===== src/rtl/tbfs_pkg.sv =====
// Constants, field layouts and types of the transmit buffer parser
package tbfs_pkg;

  // Register byte offsets
  localparam int          ADDR_W     = 4;
  localparam logic [3:0]  REG_DATA   = 4'h0;
  localparam logic [3:0]  REG_STAT   = 4'h4;
  localparam logic [3:0]  REG_CFG    = 4'h8;
  localparam logic [3:0]  REG_INFO   = 4'hC;

  // Control and info bits
  localparam int          CFG_DISC   = 0;
  localparam int          CFG_DEFER  = 1;
  localparam int          INFO_USED  = 0;
  localparam int          INFO_TXE   = 8;
  localparam int          INFO_OVR   = 9;
  localparam int          INFO_SUSP  = 10;

  // First command word layout
  localparam int          A_SIZE_LSB = 0;
  localparam int          SIZE_W     = 11;
  localparam int          A_LS_BIT   = 12;
  localparam int          A_FS_BIT   = 13;
  localparam int          A_OFF_LSB  = 16;
  localparam int          OFF_W      = 6;
  localparam int          A_ALN_LSB  = 24;
  localparam logic [1:0]  ALN_16     = 2'h1;
  localparam logic [1:0]  ALN_32     = 2'h2;
  localparam logic [12:0] MASK_4     = 13'h0003;
  localparam logic [12:0] MASK_16    = 13'h000F;
  localparam logic [12:0] MASK_32    = 13'h001F;

  // Second command word layout
  localparam int          B_LEN_LSB  = 0;
  localparam int          B_TAG_LSB  = 16;
  localparam int          TAG_W      = 16;

  // Status word bit positions
  localparam int          ST_TAG_LSB = 16;
  localparam int          ST_ES      = 15;
  localparam int          ST_LOSS    = 11;
  localparam int          ST_NOCAR   = 10;
  localparam int          ST_LATE    = 9;
  localparam int          ST_EXCOL   = 8;
  localparam int          ST_CC_LSB  = 3;
  localparam int          ST_EXDEF   = 2;
  localparam int          ST_DEFER   = 0;

  // Status FIFO geometry
  localparam int          SF_AW      = 4;
  localparam logic [4:0]  SF_DEPTH   = 5'h10;

  typedef enum logic [1:0] {ST_CMD_A, ST_CMD_B, ST_BODY} tbfs_state_e;

endpackage


===== src/rtl/tbfs_mem_if.sv =====
// Port bundle between the parser and the status word memory
`timescale 1ns/1ps
`default_nettype none
interface tbfs_mem_if;
  import tbfs_pkg::*;
  logic             wr_en;
  logic [SF_AW-1:0] wr_addr;
  logic [31:0]      wr_data;
  logic [SF_AW-1:0] rd_addr;
  logic [31:0]      rd_data;
  modport ctrl (output wr_en, wr_addr, wr_data, rd_addr, input rd_data);
  modport mem  (input wr_en, wr_addr, wr_data, rd_addr, output rd_data);
endinterface
`default_nettype wire


===== src/rtl/tbfs_stat_mem.sv =====
// Status word memory with registered read data
`timescale 1ns/1ps
`default_nettype none
module tbfs_stat_mem
  import tbfs_pkg::*;
(
  // Clock and enable
  input  wire logic clock,
  input  wire logic clk_en,
  // Memory port
  tbfs_mem_if.mem   bus
);

  logic [31:0] store [int'(SF_DEPTH)];

  always_ff @(posedge clock)
  begin
    if (clk_en && bus.wr_en)
    begin
      store[bus.wr_addr] <= bus.wr_data;
    end
  end

  // Read port follows the head pointer on every enabled cycle
  always_ff @(posedge clock)
  begin
    if (clk_en)
    begin
      bus.rd_data <= store[bus.rd_addr];
    end
  end

endmodule
`default_nettype wire


===== src/rtl/tbfs_top.sv =====
// Transmit buffer parser and status word queue
`timescale 1ns/1ps
`default_nettype none
module tbfs_top
  import tbfs_pkg::*;
(
  // Clock, reset, enable
  input  wire logic              clock,
  input  wire logic              rst_b,
  input  wire logic              clk_en,
  // Avalon-MM slave
  input  wire logic [ADDR_W-1:0] avs_address,
  input  wire logic              avs_read,
  input  wire logic              avs_write,
  input  wire logic [31:0]       avs_writedata,
  output logic      [31:0]       avs_readdata,
  output logic                   avs_waitrequest,
  // Stream to the MAC interface layer
  output logic      [31:0]       mac_data,
  output logic      [3:0]        mac_be,
  output logic                   mac_valid,
  output logic                   mac_last,
  input  wire logic              mac_ready,
  // Packet completion from the transmitter
  input  wire logic              tx_done,
  input  wire logic              tx_carrier_lost,
  input  wire logic              tx_no_carrier,
  input  wire logic              tx_late_coll,
  input  wire logic              tx_excess_coll,
  input  wire logic [3:0]        tx_coll_count,
  input  wire logic              tx_excess_defer,
  input  wire logic              tx_deferred,
  // Transmitter hold
  output logic                   tx_suspend
);

  tbfs_state_e      st;
  logic             wait_q;
  logic             ack;
  logic             data_wr;
  logic             go;
  // Buffer context
  logic [SIZE_W-1:0] size;
  logic [SIZE_W-1:0] rem;
  logic [SIZE_W-1:0] pos;
  logic [SIZE_W-1:0] total_w;
  logic [3:0]        skip;
  logic [1:0]        lane0;
  logic              fs;
  logic              ls;
  logic [31:0]       cmd_b;
  logic [11:0]       sum;
  logic [11:0]       next_sum;
  logic [11:0]       sum_now;
  logic [31:0]       b_now;
  logic [TAG_W-1:0]  pend_tag;
  // Word steering
  logic [1:0]        lane;
  logic [2:0]        avail;
  logic [2:0]        take;
  logic [3:0]        be;
  logic              fwd;
  logic              last_w;
  logic              buf_end;
  logic              len_err;
  logic              b_err;
  // Status queue
  tbfs_mem_if        mem_bus ();
  logic [SF_AW-1:0]  wr_ptr;
  logic [SF_AW-1:0]  rd_ptr;
  logic [4:0]        count;
  logic              head_ok;
  logic              ovr;
  logic              full;
  logic              push;
  logic              pop;
  logic              st_err;
  logic [31:0]       stat_word;
  logic              es;
  // Software view
  logic              cfg_disc;
  logic              cfg_defer;
  logic              transmit_error_flag;

  // Words in the host's data region, padding included
  function automatic logic [SIZE_W-1:0] buf_words(input logic [31:0] a);
    logic [12:0] span;
    logic [12:0] amask;
    amask = (a[A_ALN_LSB +: 2] == ALN_32) ? MASK_32 :
            (a[A_ALN_LSB +: 2] == ALN_16) ? MASK_16 : MASK_4;
    span  = 13'(a[A_OFF_LSB +: OFF_W]) + 13'(a[A_SIZE_LSB +: SIZE_W]);
    span  = (span + amask) & ~amask;
    return span[12:2];
  endfunction

  always_comb
  begin
    lane     = (pos == SIZE_W'(skip)) ? lane0 : 2'h0;
    avail    = 3'h4 - 3'(lane);
    take     = (rem < SIZE_W'(avail)) ? rem[2:0] : avail;
    be       = 4'(((5'h01 << take) - 5'h01) << lane);
    fwd      = (st == ST_BODY) && (pos >= SIZE_W'(skip))
               && (rem != '0);
    last_w   = (pos == total_w - SIZE_W'(1));
    go       = !(fwd && mac_valid && !mac_ready);
    next_sum = (fs ? 12'h000 : sum) + 12'(size);
    sum_now  = (st == ST_CMD_B) ? next_sum : sum;
    b_now    = (st == ST_CMD_B) ? avs_writedata : cmd_b;
  end

  // Bus handshake: one wait cycle (more while a data write waits on a stalled stream), then a one-cycle answer
  assign ack = wait_q && (avs_read || avs_write)
               && !(avs_write && avs_address == REG_DATA && !go);
  assign data_wr = ack && avs_write && (avs_address == REG_DATA);

  always_ff @(posedge clock or negedge rst_b)
  begin
    if (!rst_b)
    begin
      wait_q <= 1'b1;
    end
    else if (clk_en)
    begin
      wait_q <= !ack;
    end
  end

  always_comb
  begin
    buf_end = data_wr && (((st == ST_CMD_B) && (total_w == '0))
              || ((st == ST_BODY) && last_w));
    len_err = buf_end && ls
              && (sum_now != 12'(b_now[B_LEN_LSB +: SIZE_W]));
    b_err   = data_wr && (st == ST_CMD_B) && !fs
              && (avs_writedata != cmd_b);
  end

  // Buffer parser
  always_ff @(posedge clock or negedge rst_b)
  begin
    if (!rst_b)
    begin
      st      <= ST_CMD_A;
      size    <= '0;
      rem     <= '0;
      pos     <= '0;
      total_w <= '0;
      skip    <= 4'h0;
      lane0   <= 2'h0;
      fs      <= 1'b0;
      ls      <= 1'b0;
      cmd_b   <= 32'h0000_0000;
      sum     <= 12'h000;
    end
    else if (clk_en && data_wr)
    begin
      case (st)
        ST_CMD_A:
        begin
          size    <= avs_writedata[A_SIZE_LSB +: SIZE_W];
          fs      <= avs_writedata[A_FS_BIT];
          ls      <= avs_writedata[A_LS_BIT];
          skip    <= avs_writedata[A_OFF_LSB + 2 +: 4];
          lane0   <= avs_writedata[A_OFF_LSB +: 2];
          total_w <= buf_words(avs_writedata);
          st      <= ST_CMD_B;
        end
        ST_CMD_B:
        begin
          cmd_b <= avs_writedata;
          sum   <= next_sum;
          rem   <= size;
          pos   <= '0;
          st    <= (total_w == '0) ? ST_CMD_A : ST_BODY;
        end
        ST_BODY:
        begin
          pos <= pos + SIZE_W'(1);
          if (fwd)
          begin
            rem <= rem - SIZE_W'(take);
          end
          if (last_w)
          begin
            st <= ST_CMD_A;
          end
        end
        default:
        begin
          st <= ST_CMD_A;
        end
      endcase
    end
  end

  // Packet tag held until the transmitter reports
  always_ff @(posedge clock or negedge rst_b)
  begin
    if (!rst_b)
    begin
      pend_tag <= '0;
    end
    else if (clk_en && buf_end && ls)
    begin
      pend_tag <= b_now[B_TAG_LSB +: TAG_W];
    end
  end

  // Only payload lanes reach the MAC side
  always_ff @(posedge clock or negedge rst_b)
  begin
    if (!rst_b)
    begin
      mac_valid <= 1'b0;
      mac_data  <= 32'h0000_0000;
      mac_be    <= 4'h0;
      mac_last  <= 1'b0;
    end
    else if (clk_en)
    begin
      if (data_wr && fwd)
      begin
        mac_valid <= 1'b1;
        mac_data  <= avs_writedata;
        mac_be    <= be;
        mac_last  <= ls && (rem == SIZE_W'(take));
      end
      else if (mac_ready)
      begin
        mac_valid <= 1'b0;
      end
    end
  end

  // Status word assembly
  always_comb
  begin
    es = tx_carrier_lost || tx_no_carrier || tx_late_coll
         || tx_excess_coll || (tx_excess_defer && cfg_defer);
    stat_word = 32'h0000_0000;
    stat_word[ST_TAG_LSB +: TAG_W] = pend_tag;
    stat_word[ST_ES]    = es;
    stat_word[ST_LOSS]  = tx_carrier_lost;
    stat_word[ST_NOCAR] = tx_no_carrier;
    stat_word[ST_LATE]  = tx_late_coll;
    stat_word[ST_EXCOL] = tx_excess_coll;
    stat_word[ST_CC_LSB +: 4] = tx_coll_count;
    stat_word[ST_EXDEF] = tx_excess_defer && cfg_defer;
    stat_word[ST_DEFER] = tx_deferred;
  end

  always_comb
  begin
    full   = (count == SF_DEPTH);
    pop    = ack && avs_read && (avs_address == REG_STAT) && head_ok;
    push   = tx_done && !ovr && !full;
    st_err = tx_done && full && !cfg_disc;
  end

  assign mem_bus.wr_en   = push && clk_en;
  assign mem_bus.wr_addr = wr_ptr;
  assign mem_bus.wr_data = stat_word;
  assign mem_bus.rd_addr = rd_ptr;

  tbfs_stat_mem u_mem (
    .clock  (clock),
    .clk_en (clk_en),
    .bus    (mem_bus.mem)
  );

  // Queue pointers advance in completion order
  always_ff @(posedge clock or negedge rst_b)
  begin
    if (!rst_b)
    begin
      wr_ptr  <= '0;
      rd_ptr  <= '0;
      count   <= 5'h00;
      head_ok <= 1'b0;
    end
    else if (clk_en)
    begin
      if (push)
      begin
        wr_ptr <= wr_ptr + SF_AW'(1);
      end
      if (pop)
      begin
        rd_ptr <= rd_ptr + SF_AW'(1);
      end
      count   <= count + 5'(push) - 5'(pop);
      // Memory read lags a write by one cycle
      head_ok <= (count != 5'h00);
    end
  end

  // Overrun latch: set wins over a freeing read
  always_ff @(posedge clock or negedge rst_b)
  begin
    if (!rst_b)
    begin
      ovr <= 1'b0;
    end
    else if (clk_en)
    begin
      if (tx_done && full && cfg_disc)
      begin
        ovr <= 1'b1;
      end
      else if (pop)
      begin
        ovr <= 1'b0;
      end
    end
  end

  always_ff @(posedge clock or negedge rst_b)
  begin
    if (!rst_b)
    begin
      tx_suspend <= 1'b0;
    end
    else if (clk_en)
    begin
      tx_suspend <= (count + 5'(push) - 5'(pop) == SF_DEPTH)
                    && !cfg_disc;
    end
  end

  // Configuration
  always_ff @(posedge clock or negedge rst_b)
  begin
    if (!rst_b)
    begin
      cfg_disc  <= 1'b0;
      cfg_defer <= 1'b0;
    end
    else if (clk_en && ack && avs_write && avs_address == REG_CFG)
    begin
      cfg_disc  <= avs_writedata[CFG_DISC];
      cfg_defer <= avs_writedata[CFG_DEFER];
    end
  end

  // Sticky error, write one to clear, a new error wins
  always_ff @(posedge clock or negedge rst_b)
  begin
    if (!rst_b)
    begin
      transmit_error_flag <= 1'b0;
    end
    else if (clk_en)
    begin
      if (len_err || b_err || st_err)
      begin
        transmit_error_flag <= 1'b1;
      end
      else if (ack && avs_write && avs_address == REG_INFO
               && avs_writedata[INFO_TXE])
      begin
        transmit_error_flag <= 1'b0;
      end
    end
  end

  // Read data stand from the answer edge until the next read answer
  always_ff @(posedge clock or negedge rst_b)
  begin
    if (!rst_b)
    begin
      avs_readdata <= 32'h0000_0000;
    end
    else if (clk_en && ack && avs_read)
    begin
      avs_readdata <= 32'h0000_0000;
      case (avs_address)
        REG_STAT:
        begin
          avs_readdata <= head_ok ? mem_bus.rd_data : 32'h0000_0000;
        end
        REG_CFG:
        begin
          avs_readdata[CFG_DISC]  <= cfg_disc;
          avs_readdata[CFG_DEFER] <= cfg_defer;
        end
        REG_INFO:
        begin
          avs_readdata[INFO_USED +: 5] <= ovr ? 5'h00 : count;
          avs_readdata[INFO_TXE]  <= transmit_error_flag;
          avs_readdata[INFO_OVR]  <= ovr;
          avs_readdata[INFO_SUSP] <= tx_suspend;
        end
        default:
        begin
          avs_readdata <= 32'h0000_0000;
        end
      endcase
    end
  end

  assign avs_waitrequest = wait_q;

endmodule
`default_nettype wire


===== config.mk =====
export PLATFORM = sky130hd
export DESIGN_NAME = tbfs_top
export DESIGN_NICKNAME = d
export VERILOG_FILES = /design/src/rtl/tbfs_pkg.sv /design/src/rtl/tbfs_mem_if.sv /design/src/rtl/tbfs_stat_mem.sv /design/src/rtl/tbfs_top.sv
export SDC_FILE = /design/constraint.sdc
export NUM_CORES = 1
export LEC_CHECK = 0
export BUFFER_PORTS_ARGS = -buffer_cell sky130_fd_sc_hd__buf_2
export CAP_MARGIN = 25
export CORE_ASPECT_RATIO = 0.7
export CORE_MARGIN = 1
export CORE_UTILIZATION = 55
export DETAILED_ROUTE_END_ITERATION = 7
export PLACE_DENSITY = 0.72
export SLEW_MARGIN = 30
export SYNTH_ARGS = -nofsm -noshare
export SYNTH_HDL_FRONTEND = slang
export SYNTH_HIERARCHICAL = 1
export SYNTH_SLANG_ARGS = --single-unit

===== constraint.sdc =====
create_clock -name clock -period 12.03 [get_ports clock]
set_input_delay 2.406 -clock clock [delete_from_list [all_inputs] [get_ports clock]]
set_output_delay 2.406 -clock clock [all_outputs]
set_load 0.02 [all_outputs]

Yosys cells after proc, flatten, opt, wreduce, memory -nomap -nowiden --
Memory sizes are Yosys's and may differ from the RTL's. A register that Yosys moved wholly into a read port is not among the register bits. Cells that the tools add are included.
Cells by class: add/subtract/negate cells 12, reductions and logical operators 76, multipliers 0, multiplexer cells 28, divide/modulo/power cells 0, shift-type cells 2, equality and inequality tests 16, bitwise operators 2, magnitude comparators 2
Operators with widths (count):
- 32-bit two-way mux | 2
- 11-bit one-hot mux with 2 select lines | 2
- 1-bit logical AND | 41
- 32-bit inequality test | 1
- 12-bit two-way mux | 2
- 21-bit two-way mux | 1
- 2-bit AND reduction | 10
- 12-bit by 5-bit adder with 13-bit output | 1
- 13-bit bitwise AND | 1
- 5-bit inverter with 13-bit output | 1
- 12-bit by 11-bit adder with 12-bit output | 1
- 6-bit by 11-bit adder with 12-bit output | 1
- 12-bit by 11-bit inequality test with 1-bit output | 1
- 2-bit one-hot mux with 3 select lines | 2
- 3-bit one-hot mux with 2 select lines | 2
- 11-bit by 1-bit adder with 11-bit output (second input constant) | 1
- 11-bit equality test | 1
- 11-bit by 3-bit equality test with 1-bit output | 1
- 11-bit by 4-bit equality test with 1-bit output | 1
- 11-bit by 4-bit greater-or-equal comparator with 1-bit output | 1
- 11-bit zero test | 1
- 11-bit by 3-bit less-than comparator with 1-bit output | 1
- 11-bit two-way mux | 1
- 11-bit nonzero test | 1
- other kinds (27) | 60
Word-level totals: latch bits 0, bits in registers 236, bits in read-only memories 0, memory bits (writable) 432, memories kept 1, logic and storage cells 168, bits of input ports 53
Memories:
- u_mem.store | depth 16, bits a word 27, read ports 1, clocked after memory_dff 1, write ports 1, line tbfs_stat_mem.sv:14 | logic [31:0] store [int'(SF_DEPTH)];

Logic depth before layout (Yosys ltp) --
Gate-level depths: netlist (run 1).
depth after elaboration 17, depth in mapped cells 23, depth with buffers taken out 21

Modules after synthesis --
The synthesis (run 1) kept the hierarchy.
By module, submodules not included:
- tbfs_stat_mem | area an instance 20160.6 um2, seq. area each 16335.7 um2, times used 1, cells each 839
- tbfs_top | area an instance 11449.7 um2, seq. area each 5081.1 um2, times used 1, cells each 1121

Worst setup path before layout (run 1) --
Ideal clock, no wire load.
path kind input-to-reg, start input port tx_done, end memory u_mem/store[0][0] (netlist bit), enable pin, stages 6, arrival time 5.545 ns, slack 6.024 ns, setup time 0.461 ns, buffers on the path 1, required time 11.569 ns, path through and3_1 -> and2_1 -> clkbuf_1 -> nand2_1 -> or3_1 -> nor3_1
Between the ends: cells in the longest elaborated chain, start to end 6
RTL lines:
- start, declared | line tbfs_top.sv:25 | input wire logic tx_done,
- 1-bit logical AND (2 in series) | line tbfs_top.sv:256 | push = tx_done && !ovr && !full;
- 1-bit logical AND | line tbfs_top.sv:260 | assign mem_bus.wr_en = push && clk_en;
- named net mem_bus.wr_en | line tbfs_mem_if.sv:6 | logic wr_en;
- 1-bit logical AND | line tbfs_stat_mem.sv:18 | if (clk_en && bus.wr_en)
- 1-bit two-way mux | line tbfs_stat_mem.sv:18
- 1-bit two-way mux (not written as such) | line tbfs_stat_mem.sv:20 | store[bus.wr_addr] <= bus.wr_data;
- end, declared | line tbfs_stat_mem.sv:14
The timed path passes the listed nets, and every way through them passes these cells.

Worst setup path in the final report (run 1) --
start register pos[4], end register rem[7]
Between the ends: cells in the longest elaborated chain, start to end 12, elaborated cells between the ends (all ways) 21, classes of those cells add/sub (2); order compare (2); eq/ne (2); mux (4); reduce/logical (11)
RTL lines:
- start, declared | line tbfs_top.sv:45 | logic [SIZE_W-1:0] pos;
- start signal, assigned | line tbfs_top.sv:178 | pos <= pos + SIZE_W'(1);
- parallel branches: the longest is 12 deep, another holds 11-bit by 3-bit less-than comparator with 1-bit output
- end signal, assigned | line tbfs_top.sv:172 | rem <= size;
- end signal, assigned | line tbfs_top.sv:181 | rem <= rem - SIZE_W'(take);
- end, declared | line tbfs_top.sv:44 | logic [SIZE_W-1:0] rem;
Several ways; the timed one is not identified. The select of a mux whose other input is x is not followed. A chain may end at the register's enable or synchronous reset.

==> metrics, run 1 <==
Mapped Cells=1960; WL/cell=~25 um; Num CTS Buffers=71; critical path capture point type=flop; R2R cell count=17; Hold/Removal Path Class=flop to flop; TritonCTS clock tree=done; power per cell area=~180 nW/um2; first-iteration detailed-routing DRC count=2112; Fmax achieved=between 0.15 and 0.2 GHz; die area=~60000 um2; Net Sw Frac=26.03%; critical path class=flop to flop; initial antenna violation count=2; Clk pwr share=36.3%; CP max stage delay=a little under 700 ps; cells along the critical path=nor4_1 -> and4_1 -> inv_1 -> ha_1 -> inv_1 -> ha_1 -> a211o_1 -> a31oi_1 -> mux2i_1 -> ha_1 -> nor2b_1 -> o21ai_0 -> nand2_1 -> or3_1 -> nor3_1 -> xor2_1 -> a211o_1; setup bufs post-CTS=0; post-route minimum period=approximately 5400 ps; Syn Std Cell Area=31610 um2; startpoint types=flop; clk buf depth=3; Port-buffer cells=about 120; internal power=4716 uW; CTS clk-pin slew, worst paths=60 ps; Final Net Count=2273; Cell variety after synth=86; register area=~21000 um2; asr flop ratio synth=27.18%; Sw Pwr=1660 uW; fin crit share=45.23%; final slew viol count=0; vias in the first global route=around 18000; area post-placement=33600 um2; Max IR drop VDD=between 100 and 150 uV; core area=between 50000 and 60000 um2; required time of the critical path=12510 ps; DRC=0; Die H=202.6 um; CP startpoint=pos[4]; H-tree depth=3; GR Util All Layers=a little over a quarter; Hold Worst Slack=462.8 ps; Worst slew margin=35.44%; R2R Path Start=pos[4]; clock root buffer=clkbuf_16; sequential power share=about 48%; CTS Hold Bufs=0; Logic pwr share=roughly 16%; area of the multi-input gates=about 10000 um2; CP Max Fanout=11; critical path depth=17; r2r setup slk=6590 ps; final instance area=around 36000 um2; Layout fillers=4073; crit path DAT=5920 ps; Synth Warn #=6; Synth Register Bits=747; Chip Width=288.5 um; antenna cells=0; DRT antenna net count=0; Leak=around 0.013 uW; Via density=6.109; r2r endpoint=rem[7]; fraction of layout cells with a size suffix above 1=23.32%; most used cell, CP=ha_1; gp weighted congestion=0.8985; starting density of the core=a little under three fifths; first-pass iteration count of the detailed router=7; sequential area share after synthesis=67.75%; clock latency on the worst-skew pair=610 ps; worst path bufs/invs=2; Final TNS setup=0 ps; io pins=125; global-route wire length before repair=~110 mm; Place WS=a little over 6000 ps; pin count of the biggest net entering global routing=71; Worst Tran Pin Value=968.4 ps; Clock Skew=22.55 ps; DPL Wire Length=46.86 mm; endpoints failing hold=0; Area Overhead vs Synth=14.08%; maxcap violations=0; Num Clock Sinks=747; ys flop type=edfxtp_1; via count=18206; final WL=between 70 and 80 mm; family with the most delay on the worst path=simple AND/OR/NAND/NOR gates; Final setup viols=0; grt ovf=0; setup ws final=6589 ps; RSZ-0062 raised after global routing=no; syn avg cell area=between 15 and 20 um2; outcome=finished, final reports clean; Slowest cell on crit path=a31oi_1; Core Rows=73; end point of the critical path=rem[7]; CTS resizes=0; number of synthesized flops with an enable pin=544
==> flip-flops by register name (all words and copies together), names as in the netlist, 2 cells and up <==
| name | flops |
|---|---|
| total_w | 10 |
| size | 11 |
| pos | 11 |
| u_mem/bus.rd_data | 32 |
| sum | 12 |
| mac_data | 32 |
| lane0 | 2 |
| skip | 4 |
| st | 2 |
| cmd_b | 32 |
| pend_tag | 16 |
| count | 5 |
| avs_readdata | 32 |
| rem | 11 |
| u_mem/store | 512 |
| mem_bus.rd_addr | 4 |
| mac_be | 4 |
| mem_bus.wr_addr | 4 |
==> cells by family after synthesis <==
| logic type | Yosys count | share of synthesized area (%) |
|---|---|---|
| simple gates | 402 | 6.214 |
| mux | 218 | 12.41 |
| fa+ha+maj | 50 | 2.137 |
| buf+inv | 154 | 2.050 |
| xor+xnor | 97 | 2.862 |
| other cells | 1 | 0.01186 |
| flops | 747 | 67.75 |
| compound gates | 291 | 6.567 |
==> metrics by stage <==
| stage | std cells | power (uW) | utilization [%] |
|---|---|---|---|
| 2_1_floorplan | 2039 | 3796 | - |
| 3_3_place_gp | 2840 | 4074 | 58.84 |
| 3_5_place_dp | 2846 | 4102 | 59.15 |
| 4_1_cts | 2978 | 6408 | 63.40 |
| 5_1_grt | 2980 | 6612 | 63.47 |
| 6_report | 2980 | 6375 | 63.47 |
==> worst min path at each step <==
| stage | to | from | cells past startpoint |
|---|---|---|---|
| after detailed placement | avs_readdata[19] | u_mem/bus.rd_data[19] | 1 |
| final | avs_readdata[22] | u_mem/bus.rd_data[22] | 1 |
| after global placement | mac_data[25] | mac_data[25] | 2 |
| after CTS | avs_readdata[22] | u_mem/bus.rd_data[22] | 1 |
| after floorplan | avs_readdata[13] | u_mem/bus.rd_data[13] | 1 |
| after global routing | avs_readdata[15] | u_mem/bus.rd_data[15] | 1 |
==> cell usage in the layout (no fill, tap or decap), drive strengths merged, types with 44 or more instances in the layout <==
cell,n
a22oi,70
mux4,128
buf,163
xnor2,67
o21ai,73
inv,50
edfxtp,544
nor2,44
nand2,195
dfrtp,202
mux2,80
clkbuf,90
conb,80
==> Yosys cell counts, types with 4 or more instances <==
library cell / number / area, um2
fa_1: 7 / 140.1
nand4_1: 20 / 125.1
xnor2_1: 67 / 586.8
nor3_1: 20 / 100.1
a221o_1: 4 / 40.04
a31oi_1: 7 / 43.79
a22o_1: 34 / 297.8
buf_1: 12 / 45.04
mux4_2: 128 / 2883
xnor3_1: 4 / 90.09
nand2b_1: 13 / 81.33
o31ai_1: 8 / 60.06
o211ai_1: 8 / 60.06
clkbuf_1: 72 / 270.3
and2_1: 9 / 56.30
a22oi_1: 70 / 525.5
inv_1: 49 / 183.9
and3_1: 15 / 93.84
a211o_1: 5 / 43.79
dfrtp_1: 202 / 5055
a21oi_1: 20 / 100.1
nand3_1: 14 / 70.07
o21a_1: 4 / 30.03
mux2_4: 10 / 150.1
mux2_2: 70 / 788.3
nor2_1: 44 / 165.2
nor2b_1: 19 / 118.9
a211oi_1: 8 / 60.06
edfxtp_1: 544 / 16340
buf_2: 10 / 50.05
xor2_1: 26 / 227.7
or2_2: 5 / 31.28
nand4b_1: 4 / 35.03
mux2i_1: 10 / 100.1
buf_4: 9 / 67.56
or3_1: 8 / 50.05
nor3b_1: 4 / 30.03
o21ai_0: 73 / 365.4
nor4_1: 13 / 81.33
nand2_1: 195 / 732.0
a21o_1: 8 / 60.06
ha_1: 42 / 525.5
==> layout make-up <==
class | count | area share, %
clock buffers | 89 | 5.437
repair buffers | 164 | 2.994
multi-input cells | 1138 | 27.78
clock inverters | 43 | 1.260
inverters | 49 | 0.5101
flip-flops and latches | 747 | 59.41
well taps | 750 | 2.602
==> worst register-to-register path: cells and delay by family, from the launching register on <==
family                   cells  cell delay (ps)
AO/OA/AOI/OAI                4             1470
buffers and inverters        2              190
multiplexers                 1              460
adder cells (fa/ha/maj)      3              850
AND/OR/NAND/NOR              6             1780
flip-flops                   1              460
XOR/XNOR                     1              100
==> power by group through the flow <==
stage	Sequential [uW]	Clock, uW	Combinational (uW)
CTS	3040	2350	1020
floorplan	3000	0	798
global placement	3090	0	984
detailed placement	3090	0	1010
global route	3040	2450	1120
finish	3030	2320	1030
==> per-layer routing <==
layer	GRT usage (%)	up-vias	wire length (um)
li1	-	7941	-
met1	40.19	9343	33100
met2	37.90	801	32990
met3	6.955	119	7170
met4	6.803	2	1674
met5	0	-	13
(Power assumes the default switching activity.)
==> run 2: changes to the inputs <==
--- a/config.mk
+++ b/config.mk
@@ -5,6 +5,7 @@
 export SDC_FILE = /design/constraint.sdc
 export NUM_CORES = 1
 export LEC_CHECK = 0
+export ABC_AREA = 1
 export BUFFER_PORTS_ARGS = -buffer_cell sky130_fd_sc_hd__buf_2
 export CAP_MARGIN = 25
 export CORE_ASPECT_RATIO = 0.7
==> constraint.sdc (replaced) <==
create_clock -name clock -period 5.6 [get_ports clock]
set_input_delay 1.12 -clock clock [delete_from_list [all_inputs] [get_ports clock]]
set_output_delay 1.12 -clock clock [all_outputs]
set_load 0.02 [all_outputs]
==> metrics, run 2 <==
crit path DAT=4640 ps (was 5920 ps); Worst slew margin=29.41% (was 35.44%); syn avg cell area=9.418 um2 (was 16.13 um2); Syn Std Cell Area=34890 um2 (was 31610 um2); CTS clk-pin slew, worst paths=60 ps (about the same); Area Overhead vs Synth=11.93% (was 14.08%); CP max stage delay=430 ps (was 690 ps); Synth Warn #=6 (unchanged); startpoint types=flop (unchanged); Final setup viols=0 (unchanged); most common cell after layout, fill and taps aside=nand2_1 (was edfxtp_1); Num CTS Buffers=73 (was 71); required time of the critical path=6070 ps (was 12510 ps); critical path class=flop to flop (unchanged); vias in the first global route=23440 (was 17963); fraction of layout cells with a size suffix above 1=9.160% (was 23.32%); fin crit share=74.44% (was 45.23%); Mapped Cells=3705 (was 1960); post-route minimum period=4169 ps (was 5441 ps); clock root buffer=clkbuf_16 (unchanged); RSZ-0062 raised after global routing=no (unchanged); via count=25461 (was 18206); Core Rows=76 (was 73); clk buf depth=3 (unchanged); Port-buffer cells=124 (unchanged); number of synthesized flops with an enable pin=544 (unchanged); TritonCTS clock tree=done (unchanged); max reg flops=512 (unchanged); highest-count cells in the layout ignoring fill and taps=nand2_1, inv_1, edfxtp_1 (was edfxtp_1, dfrtp_1, nand2_1); core area=62090 um2 (was 56810 um2); Synth Register Bits=747 (unchanged); final WL=89.95 mm (was 74.96 mm); io pins=125 (unchanged); Final Net Count=3984 (was 2273); maxcap violations=0 (unchanged); DRT antenna net count=0 (unchanged); Cell variety after synth=50 (was 86); CTS resizes=0 (unchanged); Fmax achieved=0.2399 GHz (was 0.1838 GHz); setup bufs post-CTS=0 (unchanged); sequential area share after synthesis=61.38% (was 67.75%); asr flop ratio synth=27.18% (unchanged); CTS Hold Bufs=0 (unchanged); top-count cell post-synth=nand2_1 (was edfxtp_1); Num Clock Sinks=747 (unchanged); Hold/Removal Path Class=flop to flop (unchanged); top cells by area, synth=edfxtp_1, dfrtp_1, nand2_1 (was edfxtp_1, dfrtp_1, mux4_2); grt ovf=0 (unchanged); Die H=212.7 um (was 202.6 um); initial antenna violation count=4 (was 2); die area=64470 um2 (was 58450 um2); GR Util All Layers=28.35% (was 26.39%); Worst Tran Pin Value=1056 ps (was 968.4 ps); final instance area=39060 um2 (was 36060 um2); CP Max Fanout=6 (was 11); Leak=0.01823 uW (was 0.01304 uW); Layout fillers=4952 (was 4073); endpoints failing hold=0 (unchanged); first-pass iteration count of the detailed router=6 (was 7); power per cell area=365.9 nW/um2 (was 176.8 nW/um2); final slew viol count=0 (unchanged); Max IR drop VDD=257.7 uV (was 133.4 uV); Slowest cell on crit path=dfrtp_1 (was a31oi_1); DPL Wire Length=57.33 mm (was 46.86 mm); global-route wire length before repair=137.2 mm (was 113.1 mm); pin count of the biggest net entering global routing=108 (was 71); Clock Skew=23.42 ps (was 22.55 ps); ys flop type=edfxtp_1 (unchanged); WL/cell=18.89 um (was 25.15 um); DRC=0 (unchanged); Via density=5.348 (was 6.109); most frequent cells after synthesis=nand2_1, inv_1, edfxtp_1, nand3_1, dfrtp_1 (was edfxtp_1, dfrtp_1, nand2_1, mux4_2, o21ai_0); gp weighted congestion=0.9811 (was 0.8985); cell taking the most area after synthesis=edfxtp_1 (unchanged); clock latency on the worst-skew pair=620 ps (was 610 ps); Chip Width=303.0 um (was 288.5 um); starting density of the core=56.19% (was 55.64%); cells along the critical path=inv_1 -> ha_1 -> inv_1 -> nor2_1 -> nand4_1 -> nor2_1 -> nand2_1 -> ha_1 -> inv_1 -> ha_1 -> a21oi_1 -> nand3_1 -> nand2_1 -> nand2_1 -> ha_1 -> a21oi_1 -> o21ai_0 -> nor2_1 -> inv_1 -> o21ai_0 -> a21oi_1 -> a21oi_1 -> o21ai_0 (was nor4_1 -> and4_1 -> inv_1 -> ha_1 -> inv_1 -> ha_1 -> a211o_1 -> a31oi_1 -> mux2i_1 -> ha_1 -> nor2b_1 -> o21ai_0 -> nand2_1 -> or3_1 -> nor3_1 -> xor2_1 -> a211o_1); outcome=finished, final reports clean (unchanged); area post-placement=36580 um2 (was 33600 um2); Most flops, register=u_mem/store (unchanged); critical path capture point type=flop (unchanged); post-layout util=62.90% (was 63.47%); H-tree depth=3 (unchanged); first-iteration detailed-routing DRC count=2708 (was 2112); Hold Worst Slack=438.3 ps (was 462.8 ps); top cell type's share of synthesized area=46.82% (was 51.68%); Final TNS setup=0 ps (unchanged)
## run 2: cell count changes after synthesis, sizes merged, moves of 79 or more
cell	previous run	this run
buf	33	117
inv	49	578
o21ai	73	168
nand3	14	482
mux2	80	1
nand2	195	1246
mux4	128	0
nor2	44	126
## run 2: power breakdown
part           internal (uW)  switching, uW  total [uW]
combinational            826           1930        2750
sequential              6200            296        6490
clock                   2930           2120        5040
total                   9950           4340       14300
## run 2: cell families after synthesis
logic type	share of synthesized area [%]
compound gates	3.453
xor+xnor	1.305
fa+ha+maj	1.908
buf+inv	8.954
flops	61.38
mux	0.06096
other cells	0.01075
simple gates	22.93
## run 2: layout make-up
| type | instances | area, um2 | area share (%) |
|---|---|---|---|
| inverters | 579 | 2181 | 5.584 |
| diodes | 1 | 2.502 | 0.006407 |
| clock buffers | 89 | 2003 | 5.129 |
| repair buffers | 171 | 1196 | 3.063 |
| well taps | 819 | 1025 | 2.624 |
| clock inverters | 45 | 451.7 | 1.157 |
| flip-flops and latches | 747 | 21430 | 54.86 |
| multi-input cells | 2310 | 10770 | 27.58 |
## run 2: stage by stage
step | power [uW] | cells | setup slack (ps)
2_1_floorplan | 8580 | 3784 | 1821
3_3_place_gp | 9238 | 4615 | 1515
3_5_place_dp | 9280 | 4625 | 1521
4_1_cts | 14320 | 4759 | 1495
5_1_grt | 14950 | 4761 | 1025
6_report | 14290 | 4761 | 1431
## run 2: per-layer routing
metal | global-route usage [%] | wire, um | up-vias
li1 | - | - | 12192
met1 | 43.05 | 39650 | 11974
met2 | 40.17 | 38150 | 1134
met3 | 7.173 | 9967 | 157
met4 | 8.023 | 2156 | 4
met5 | 0 | 22 | -
## run 2: worst max-delay path: cells and delay by family (launching register included)
| family | cells | cell delay [ps] |
|---|---|---|
| adders and majority gates | 4 | 1140 |
| and+or+nand+nor | 8 | 1070 |
| AOI/OAI and AO/OA | 7 | 1060 |
| DFF | 1 | 430 |
| buffers and inverters | 4 | 320 |
## run 2: final timing paths
path                       cells past startpoint                  start  slack [ps]               end
setup / recovery                              23                 pos[0]        1430            rem[5]
hold / removal                                 2  u_mem/bus.rd_data[17]         440  avs_readdata[17]
setup reg to reg                              23                 pos[0]        1430            rem[5]
hold reg to reg                                2  u_mem/bus.rd_data[17]         440  avs_readdata[17]
max in group asynchronous                      2                  rst_b        3940            sum[6]
min in group asynchronous                      1                  rst_b         520  avs_readdata[18]
